### src/rtl/ctxb_regs.svh
// Register offsets, field positions and limits of the CAN transmit buffer block.
`ifndef CTXB_REGS_SVH
`define CTXB_REGS_SVH
`define CTXB_NUM_BUF 3
`define CTXB_BUF_LIMIT 2'h3
`define CTXB_ADDR_HIGH 11:8
`define CTXB_ADDR_LOW 7:0
`define CTXB_BUF_SEL 7:6
`define CTXB_REG_SEL 5:0
`define CTXB_DATA_FLAG 5
`define CTXB_DATA_SEL 4:2
`define CTXB_OFF_CON 6'h00
`define CTXB_OFF_SIDH 6'h04
`define CTXB_OFF_SIDL 6'h08
`define CTXB_OFF_EIDH 6'h0c
`define CTXB_OFF_EIDL 6'h10
`define CTXB_OFF_DLC 6'h14
`define CTXB_ADDR_TEC 8'hc0
`define CTXB_ADDR_STAT 8'hc4
`define CTXB_BYTE 7:0
`define CTXB_CON_ABT 6
`define CTXB_CON_LARB 5
`define CTXB_CON_ERR 4
`define CTXB_CON_REQ 3
`define CTXB_CON_PRI 1:0
`define CTXB_SIDL_SID 7:5
`define CTXB_SIDL_EXT 3
`define CTXB_SIDL_EID 1:0
`define CTXB_DLC_RTR 6
`define CTXB_DLC_CODE 3:0
`define CTXB_STAT_BOFF 2
`define CTXB_STAT_PASS 1
`define CTXB_STAT_WARN 0
`define CTXB_SID_HI 10:3
`define CTXB_SID_LO 2:0
`define CTXB_EID_TOP 17:16
`define CTXB_EID_MID 15:8
`define CTXB_EID_BOT 7:0
`define CTXB_ID_STD_PAD 18'h00000
`define CTXB_ID_EXT_PART 28:11
`define CTXB_PASSIVE_LIMIT 8'h7f
`define CTXB_WARN_LIMIT 8'h5f
`define CTXB_TEC_STEP_UP 9'h008
`define CTXB_TEC_MAX 9'h0ff
`define CTXB_TEC_FULL 8'hff
`define CTXB_RECOV_LAST 7'h7f
`endif

### src/rtl/ctxb_pkg.sv
// Types shared by the CAN transmit buffer block.
`include "ctxb_regs.svh"
package ctxb_pkg;
    typedef enum logic [1:0] {
        CTXB_IDLE = 2'b00,
        CTXB_SENDING = 2'b01,
        CTXB_ABORTING = 2'b10
    } ctxb_tx_e;
    typedef struct packed {
        logic req;
        logic abt;
        logic larb;
        logic err;
        logic [1:0] pri;
        logic [10:0] sid;
        logic ext;
        logic [17:0] eid;
        logic rtr;
        logic [3:0] dlc;
        logic [63:0] data;
    } ctxb_buf_s;
    typedef struct packed {
        logic [28:0] id;
        logic ext;
        logic rtr;
        logic [3:0] dlc;
        logic [63:0] data;
        logic [1:0] idx;
    } ctxb_frame_s;
    typedef struct packed {
        logic done;
        logic lost_arb;
        logic bus_err;
        logic recessive_11;
        logic tec_up;
        logic tec_down;
    } ctxb_evt_s;
    typedef struct packed {
        ctxb_buf_s [`CTXB_NUM_BUF-1:0] bufs;
        ctxb_tx_e tx;
        logic [1:0] act;
        logic [7:0] tec;
        logic boff;
        logic pass;
        logic warn;
        logic [6:0] recov;
        logic pready;
        logic [31:0] prdata;
        logic pslverr;
        logic fvalid;
        ctxb_frame_s frame;
        logic abort_req;
    } ctxb_state_s;
endpackage : ctxb_pkg

### src/rtl/ctxb_top.sv
// Three CAN transmit buffers, their selection logic and the transmit error counter.
`timescale 1ns/100ps
// -----------------------------------------------------------------------------
// Overview of operation
// Aborted flag sets on an abort, clears when a new request is written.
// Lost arbitration flag sets when the active message loses arbitration.
// Bus error flag sets when a bus error hits the active message.
// Writing one to send_request sets it and clears the three status flags.
// Successful transmission clears send_request by hardware.
// Writing zero while send_request is set requests an abort.
// Pending buffers are ordered by priority, level 3 highest, 0 lowest.
// Priority never alters the transmitted identifier.
// Extended enable sends an extended frame, base bits become bits 28 to 18.
// Standard frame ignores the eighteen extension bits.
// Identifier high byte holds base bits 10 to 3.
// Identifier low byte holds base bits 2 to 0 and extension bits 17, 16.
// Two extension bytes hold bits 15 to 8 and 7 to 0, read-write.
// Three buffers, each with eight payload byte registers from byte 0.
// Remote request flag is copied into the frame's remote request bit.
// Length code 0 to 8 gives bytes, codes 9 to 15 are reserved.
// Eight-bit read-only error tally; overflow enters bus-off.
// Tally clears after 128 runs of 11 recessive bits.
// Passive flag is high while the tally exceeds 127.
// Warning flag is high while the tally is above 95 and not above 127.
// Equal priorities resolve to the lowest buffer index.
// Unimplemented bits ignore writes and read as zero.
// -----------------------------------------------------------------------------
module ctxb_top
    import ctxb_pkg::*;
(
    input wire logic pclk,
    input wire logic presetn,
    input wire logic psel,
    input wire logic penable,
    input wire logic pwrite,
    input wire logic [11:0] paddr,
    input wire logic [31:0] pwdata,
    output logic [31:0] prdata,
    output logic pready,
    output logic pslverr,
    input wire logic tx_start,
    input ctxb_evt_s evt,
    output logic frame_valid,
    output ctxb_frame_s frame,
    output logic abort_req,
    output logic bus_off,
    output logic tx_passive_flag,
    output logic tx_warning_flag
);

    ctxb_state_s s_q;
    ctxb_state_s s_d;
    logic [1:0] bi;
    logic [5:0] ro;
    logic [5:0] byte_pos;
    logic is_buf;
    logic hit;
    logic acc;
    logic wr;
    logic [31:0] rd;
    ctxb_buf_s b;
    logic found;
    logic [1:0] best_pri;
    logic [1:0] best_i;
    logic [8:0] tec_sum;

    assign bi = paddr[`CTXB_BUF_SEL];
    assign ro = paddr[`CTXB_REG_SEL];
    assign byte_pos = {paddr[`CTXB_DATA_SEL], 3'h0};
    assign is_buf = (paddr[`CTXB_ADDR_HIGH] == 4'h0) && (bi < `CTXB_BUF_LIMIT);
    assign acc = psel & penable & s_q.pready;
    assign wr = acc & pwrite & hit;

    // -------------------------------------------------------------------------
    // Next state
    // -------------------------------------------------------------------------
    always_comb begin
        s_d = s_q;
        rd = 32'h0000_0000;
        hit = 1'b0;
        b = s_q.bufs[bi];
        found = 1'b0;
        best_pri = 2'h0;
        best_i = 2'h0;
        tec_sum = 9'h000;
        // Read decode; bits that are not listed stay zero.
        if (is_buf) begin
            hit = 1'b1;
            if (paddr[`CTXB_DATA_FLAG]) begin
                rd[`CTXB_BYTE] = b.data[byte_pos +: 8];
            end else if (ro == `CTXB_OFF_CON) begin
                rd[`CTXB_CON_ABT] = b.abt;
                rd[`CTXB_CON_LARB] = b.larb;
                rd[`CTXB_CON_ERR] = b.err;
                rd[`CTXB_CON_REQ] = b.req;
                rd[`CTXB_CON_PRI] = b.pri;
            end else if (ro == `CTXB_OFF_SIDH) begin
                rd[`CTXB_BYTE] = b.sid[`CTXB_SID_HI];
            end else if (ro == `CTXB_OFF_SIDL) begin
                rd[`CTXB_SIDL_SID] = b.sid[`CTXB_SID_LO];
                rd[`CTXB_SIDL_EXT] = b.ext;
                rd[`CTXB_SIDL_EID] = b.eid[`CTXB_EID_TOP];
            end else if (ro == `CTXB_OFF_EIDH) begin
                rd[`CTXB_BYTE] = b.eid[`CTXB_EID_MID];
            end else if (ro == `CTXB_OFF_EIDL) begin
                rd[`CTXB_BYTE] = b.eid[`CTXB_EID_BOT];
            end else if (ro == `CTXB_OFF_DLC) begin
                rd[`CTXB_DLC_RTR] = b.rtr;
                rd[`CTXB_DLC_CODE] = b.dlc;
            end else begin
                hit = 1'b0;
            end
        end else if (paddr[`CTXB_ADDR_HIGH] != 4'h0) begin
            hit = 1'b0;
        end else if (paddr[`CTXB_ADDR_LOW] == `CTXB_ADDR_TEC) begin
            hit = 1'b1;
            rd[`CTXB_BYTE] = s_q.tec;
        end else if (paddr[`CTXB_ADDR_LOW] == `CTXB_ADDR_STAT) begin
            hit = 1'b1;
            rd[`CTXB_STAT_BOFF] = s_q.boff;
            rd[`CTXB_STAT_PASS] = s_q.pass;
            rd[`CTXB_STAT_WARN] = s_q.warn;
        end else begin
            hit = 1'b0;
        end

        // The access phase always takes one wait cycle so that pready is a flop.
        s_d.pready = psel & penable & ~s_q.pready;
        s_d.prdata = 32'h0000_0000;
        s_d.pslverr = 1'b0;
        if (psel & penable & ~s_q.pready) begin
            s_d.prdata = pwrite ? 32'h0000_0000 : rd;
            s_d.pslverr = ~hit;
        end

        // Register writes take effect only at the completing edge.
        if (wr & is_buf) begin
            if (paddr[`CTXB_DATA_FLAG]) begin
                s_d.bufs[bi].data[byte_pos +: 8] = pwdata[`CTXB_BYTE];
            end else if (ro == `CTXB_OFF_CON) begin
                s_d.bufs[bi].pri = pwdata[`CTXB_CON_PRI];
                if (pwdata[`CTXB_CON_REQ]) begin
                    s_d.bufs[bi].req = 1'b1;
                    s_d.bufs[bi].abt = 1'b0;
                    s_d.bufs[bi].larb = 1'b0;
                    s_d.bufs[bi].err = 1'b0;
                end else if (s_q.bufs[bi].req) begin
                    if ((s_q.tx != CTXB_IDLE) && (s_q.act == bi)) begin
                        s_d.tx = CTXB_ABORTING;
                    end else begin
                        s_d.bufs[bi].req = 1'b0;
                        s_d.bufs[bi].abt = 1'b1;
                    end
                end
            end else if (ro == `CTXB_OFF_SIDH) begin
                s_d.bufs[bi].sid[`CTXB_SID_HI] = pwdata[`CTXB_BYTE];
            end else if (ro == `CTXB_OFF_SIDL) begin
                s_d.bufs[bi].sid[`CTXB_SID_LO] = pwdata[`CTXB_SIDL_SID];
                s_d.bufs[bi].ext = pwdata[`CTXB_SIDL_EXT];
                s_d.bufs[bi].eid[`CTXB_EID_TOP] = pwdata[`CTXB_SIDL_EID];
            end else if (ro == `CTXB_OFF_EIDH) begin
                s_d.bufs[bi].eid[`CTXB_EID_MID] = pwdata[`CTXB_BYTE];
            end else if (ro == `CTXB_OFF_EIDL) begin
                s_d.bufs[bi].eid[`CTXB_EID_BOT] = pwdata[`CTXB_BYTE];
            end else if (ro == `CTXB_OFF_DLC) begin
                s_d.bufs[bi].rtr = pwdata[`CTXB_DLC_RTR];
                s_d.bufs[bi].dlc = pwdata[`CTXB_DLC_CODE];
            end
        end

        // Engine events come after software writes, so a set by hardware wins.
        case (s_q.tx)
            CTXB_IDLE: begin
                if (tx_start & s_q.fvalid) begin
                    s_d.tx = CTXB_SENDING;
                    s_d.act = s_q.frame.idx;
                end
            end
            CTXB_SENDING, CTXB_ABORTING: begin
                if (evt.done) begin
                    s_d.bufs[s_q.act].req = 1'b0;
                    s_d.tx = CTXB_IDLE;
                end else if (evt.lost_arb | evt.bus_err) begin
                    if (evt.lost_arb) begin
                        s_d.bufs[s_q.act].larb = 1'b1;
                    end
                    if (evt.bus_err) begin
                        s_d.bufs[s_q.act].err = 1'b1;
                    end
                    if (s_d.tx == CTXB_ABORTING) begin
                        s_d.bufs[s_q.act].req = 1'b0;
                        s_d.bufs[s_q.act].abt = 1'b1;
                    end
                    s_d.tx = CTXB_IDLE;
                end
            end
            default: begin
                s_d.tx = CTXB_IDLE;
            end
        endcase
        s_d.abort_req = (s_d.tx == CTXB_ABORTING);

        // Selection works on the next state so an aborted buffer is never offered.
        for (int i = 0; i < `CTXB_NUM_BUF; i++) begin
            if (s_d.bufs[i].req && (!found || (s_d.bufs[i].pri > best_pri))) begin
                found = 1'b1;
                best_pri = s_d.bufs[i].pri;
                best_i = 2'(i);
            end
        end
        s_d.fvalid = found & (s_d.tx == CTXB_IDLE) & ~s_q.boff;
        s_d.frame.idx = best_i;
        s_d.frame.ext = s_d.bufs[best_i].ext;
        if (s_d.bufs[best_i].ext) begin
            s_d.frame.id = {s_d.bufs[best_i].sid, s_d.bufs[best_i].eid};
        end else begin
            s_d.frame.id = {`CTXB_ID_STD_PAD, s_d.bufs[best_i].sid};
        end
        s_d.frame.rtr = s_d.bufs[best_i].rtr;
        s_d.frame.dlc = s_d.bufs[best_i].dlc;
        s_d.frame.data = s_d.bufs[best_i].data;

        // Error tally; a bus-off node only counts recovery runs.
        if (s_q.boff) begin
            if (evt.recessive_11) begin
                if (s_q.recov == `CTXB_RECOV_LAST) begin
                    s_d.tec = 8'h00;
                    s_d.boff = 1'b0;
                    s_d.recov = 7'h00;
                end else begin
                    s_d.recov = s_q.recov + 7'h01;
                end
            end
        end else if (evt.tec_up) begin
            tec_sum = {1'b0, s_q.tec} + `CTXB_TEC_STEP_UP;
            if (tec_sum > `CTXB_TEC_MAX) begin
                s_d.boff = 1'b1;
                s_d.tec = `CTXB_TEC_FULL;
                s_d.fvalid = 1'b0;
            end else begin
                s_d.tec = tec_sum[7:0];
            end
        end else if (evt.tec_down && (s_q.tec != 8'h00)) begin
            s_d.tec = s_q.tec - 8'h01;
        end
        s_d.pass = (s_d.tec > `CTXB_PASSIVE_LIMIT);
        s_d.warn = (s_d.tec > `CTXB_WARN_LIMIT) && (s_d.tec <= `CTXB_PASSIVE_LIMIT);
    end

    // -------------------------------------------------------------------------
    // State register
    // -------------------------------------------------------------------------
    always_ff @(posedge pclk or negedge presetn) begin
        if (!presetn) begin
            s_q <= '0;
        end else begin
            s_q <= s_d;
        end
    end

    assign prdata = s_q.prdata;
    assign pready = s_q.pready;
    assign pslverr = s_q.pslverr;
    assign frame_valid = s_q.fvalid;
    assign frame = s_q.frame;
    assign abort_req = s_q.abort_req;
    assign bus_off = s_q.boff;
    assign tx_passive_flag = s_q.pass;
    assign tx_warning_flag = s_q.warn;

    logic wr_con;
    logic [`CTXB_NUM_BUF-1:0] prio_bad;
    ctxb_buf_s ob;
    assign wr_con = wr & is_buf & ~paddr[`CTXB_DATA_FLAG] & (ro == `CTXB_OFF_CON);
    assign ob = s_q.bufs[s_q.frame.idx];
    for (genvar g = 0; g < `CTXB_NUM_BUF; g++) begin : g_prio
        assign prio_bad[g] = s_q.fvalid & s_q.bufs[g].req &
            ((s_q.bufs[g].pri > ob.pri) |
            ((s_q.bufs[g].pri == ob.pri) & (2'(g) < s_q.frame.idx)));
    end
endmodule : ctxb_top

### config.mk
export PLATFORM = sky130hd
export DESIGN_NAME = ctxb_top
export DESIGN_NICKNAME = d
export VERILOG_FILES = /design/src/rtl/ctxb_pkg.sv /design/src/rtl/ctxb_top.sv
export VERILOG_INCLUDE_DIRS = /design/src /design/src/rtl
export SDC_FILE = /design/constraint.sdc
export NUM_CORES = 1
export LEC_CHECK = 0
export BUFFER_PORTS_ARGS = -buffer_cell sky130_fd_sc_hd__buf_2
export CAP_MARGIN = 10
export CORE_AREA = 2 2 266 203
export CTS_CLUSTER_SIZE = 8
export DETAILED_ROUTE_END_ITERATION = 12
export DIE_AREA = 0 0 268 205
export GPL_ROUTABILITY_DRIVEN = 0
export PLACE_DENSITY = 0.69
export SYNTH_ARGS = -nofsm -noshare
export SYNTH_HDL_FRONTEND = slang
export SYNTH_SLANG_ARGS = --single-unit
### constraint.sdc
create_clock -name pclk -period 4.8 [get_ports pclk]
set_clock_uncertainty 0.2 [all_clocks]
set_input_delay 0.72 -clock pclk [delete_from_list [all_inputs] [get_ports pclk]]
set_output_delay 0.72 -clock pclk [all_outputs]
set_load 0.1 [all_outputs]
==> impl_metrics.ini <==
[logic_synthesis]
ys.flop_type = dfrtp_1
synth.distinct_cells = 77
muxShareOfSynthArea = 0.167
yosysWarningCount = 0
synth-compound-area-share = 0.138
syn_area_per_cell_um2 = 10.1
synth_edf_count = 0
synth_xor_area_frac = 0.00375
synth_top_family_by_area = multiplexers
synthCells = 2315
synth-adder-area-share = 0.0101
ys_seq_elements = 450
async_reset_ff_frac = 1.00
syn-cell-area_mm2 = 0.0233
yosys.area_share.simple = 0.123
ys_seq_area_frac = 0.483

[timing]
tightest_slew_ns = 1.06
finalHoldViolCount = 0
setup_viol = 22
maxSlewHeadroom = 0.291
finalMaxSlewViolations = 0
fin_crit_ns = 4.84
min_period_over_period = 1.01
fmax_ghz = 0.206
rsz0062_at_grt = true
fin_tns_setup_ns = -0.513
timing.final.ws_setup_ns = -0.0443

[power_and_ir_drop]
intPower_mw = 6.59
p_leak_nw = 13.5
p_sw_mw = 2.50
combinationalPowerShare = 0.103
finalPower_mw = 9.10
power_frac_seq = 0.440
powerDensity_mw_per_mm2 = 337
sw_frac_of_total = 0.275
power.ir.vdd_worst_v = 0.000199
p_clk_frac = 0.457

[detailed_routing]
vias_per_cell = 6.01
vias = 18900
detail-route-antenna-nets = 0
drt-initial-drc-count = 2153
drc_errors = 0
wl_um = 75100
dr.pass1.iters = 8
wire_per_inst_um = 23.9

[floorplanning]
core_mm2 = 0.0523
num_rows = 73
die-height_um = 205
initial_core_util = 0.446
die_w_um = 268
dieArea_mm2 = 0.0549
ios = 196

[cells_and_area]
syn2layout_area_growth_pct = 15.6
postLayoutCellArea_mm2 = 0.0270
instances_no_fill = 3141
regArea_mm2 = 0.0113
fin_nets = 2494
fillers = 4587
drive_gt1_frac = 0.282
multi_input_area_mm2 = 0.0108

[setup_path]
critPathRequiredTime_ns = 5.10
cp_max_fo = 4
rr_worst_depth = 22
rrSetupSlack_ns = -0.04
cp-end-kind = flip-flop
start_kind = flip-flop
critPathKind = flip-flop to flip-flop
arrival_ns = 5.15

[clock_tree]
cts_tree = done
max-clock-path-buffers = 3
ctsHtreeMaxLevel = 3
clockRootBuffer = clkbuf_16
cts_sinks = 450
cts_buffers = 66
path_clk_slew_ns = 0.05
clock_latency_ns = 0.60

[placed_design]
post-place-ws_ns = -0.620
place_area_mm2 = 0.0247
dp.cells = 3057
placement.io_buffers = 147
hpwlAfterDp_um = 48700

[global_routing]
grt_antenna_before_repair = 1
grt_pass1_vias = 18700
grtUsageTotal = 0.269
grt_pass1_wl_um = 112000
overflow = 0
grt_max_degree = 112

[status]
violations = negative setup slack
status = finished, violations left

[run]
maxCapViolCount = 0

[worst_hold_path]
hp-class = primary input to async pin
[placed cells by master (no fill, tap or decap), drive strengths merged, types with 7 or more instances in the layout]
cell type	n
ha	18
o21a	45
a31oi	7
a221oi	57
and2	16
nor3	37
o22ai	19
clkbuf	71
o211ai	8
o21ai	196
nand4	26
mux2	205
nor2	131
a211oi	9
conb	24
nand3	25
buf	295
o31ai	10
dfrtp	450
inv	37
or3	12
mux2i	148
nand2	348
a21oi	112
[synthesized netlist by cell type, types with 37 or more instances]
cell	number	area (um2)
dfrtp_1	450	11300
nand2_1	345	1290
mux2_2	204	2300
o21ai_0	194	971
mux2i_1	146	1460
buf_4	137	1030
nor2_1	130	488
a21oi_1	112	561
clkbuf_1	96	360
a221oi_1	57	499
o21a_1	45	338
nor3_1	37	185
[layer usage]
layer,part of all wire,global-route usage
met1,0.43,0.384
met2,0.44,0.396
met3,0.11,0.0721
met4,0.030,0.0860
met5,0,0
[power by group through the flow]
stage	sequential, mW	combinational (mW)	clock [mW]
after floorplan	4.07	0.581	0
after global placement	4.05	0.893	0
after detailed placement	4.06	0.917	0
after CTS	4.00	0.925	4.21
after global routing	4.01	1.01	4.37
final	4.00	0.936	4.16
[area by class of cell]
type / instances / area share
clock buffer: 69 / 0.0624
tap: 712 / 0.0330
clock inverter: 7 / 0.00278
sequential: 450 / 0.418
timing repair buffer: 297 / 0.0787
antenna: 1 / 0.0000928
multi-input combinational: 1569 / 0.400
inverter: 36 / 0.00547
[flip-flops by register name (all words and copies together) (netlist names)]
register / flops
s_q: 334
frame: 101
prdata: 8
abort_req: 1
bus_off: 1
frame_valid: 1
pready: 1
pslverr: 1
tx_passive_flag: 1
tx_warning_flag: 1
[repair_timing]
item,CTS,global route
hold buffers,0,0
endpoints found under the setup margin,95,100
resized for setup,16,91
buffers inserted,2,3
cloned,1,2
pin swaps,5,18
[worst max-delay path, cell delays in order, from the launching register on]
cell and delay, ns:
dfrtp_1 0.39, xor2_1 0.18, or3_4 0.41, a2111oi_4 0.37, o21bai_2 0.14, nand2_2 0.12
nor2_2 0.05, inv_1 0.07, ha_1 0.24, a21oi_2 0.14, a21oi_2 0.05, a221o_4 0.42
mux2i_1 0.13, ha_1 0.31, nor2b_4 0.16, o21ai_4 0.07, and2_4 0.14, a32oi_2 0.21
nand3_4 0.18, buf_12 0.21, mux2i_4 0.20, buf_6 0.17, a211oi_2 0.15
[metrics by stage]
step            util  hold slack [ns]
6_report       0.515          0.00584
5_1_grt        0.515           0.0740
4_1_cts        0.508           0.0400
3_5_place_dp   0.472            0.273
3_3_place_gp   0.472            0.256
2_1_floorplan      -            0.224
[path summary, 6_finish.rpt]
kind / from / end
max in group asynchronous: presetn / frame[41]
worst min register to register: s_q[251] / s_q[251]
worst max-delay path: s_q[155] / frame[100]
min in group pclk: penable / pready
worst max register to register: s_q[155] / frame[100]
worst min-delay path: presetn / s_q[314]
[kinds of logic after synthesis]
group,after synthesis
flops,450
simple gates,643
other cells,1
mux,357
fa+ha+maj,19
buf+inv,319
xor+xnor,10
compound gates,516
No activity file was read; power rests on OpenSTA's default activity.
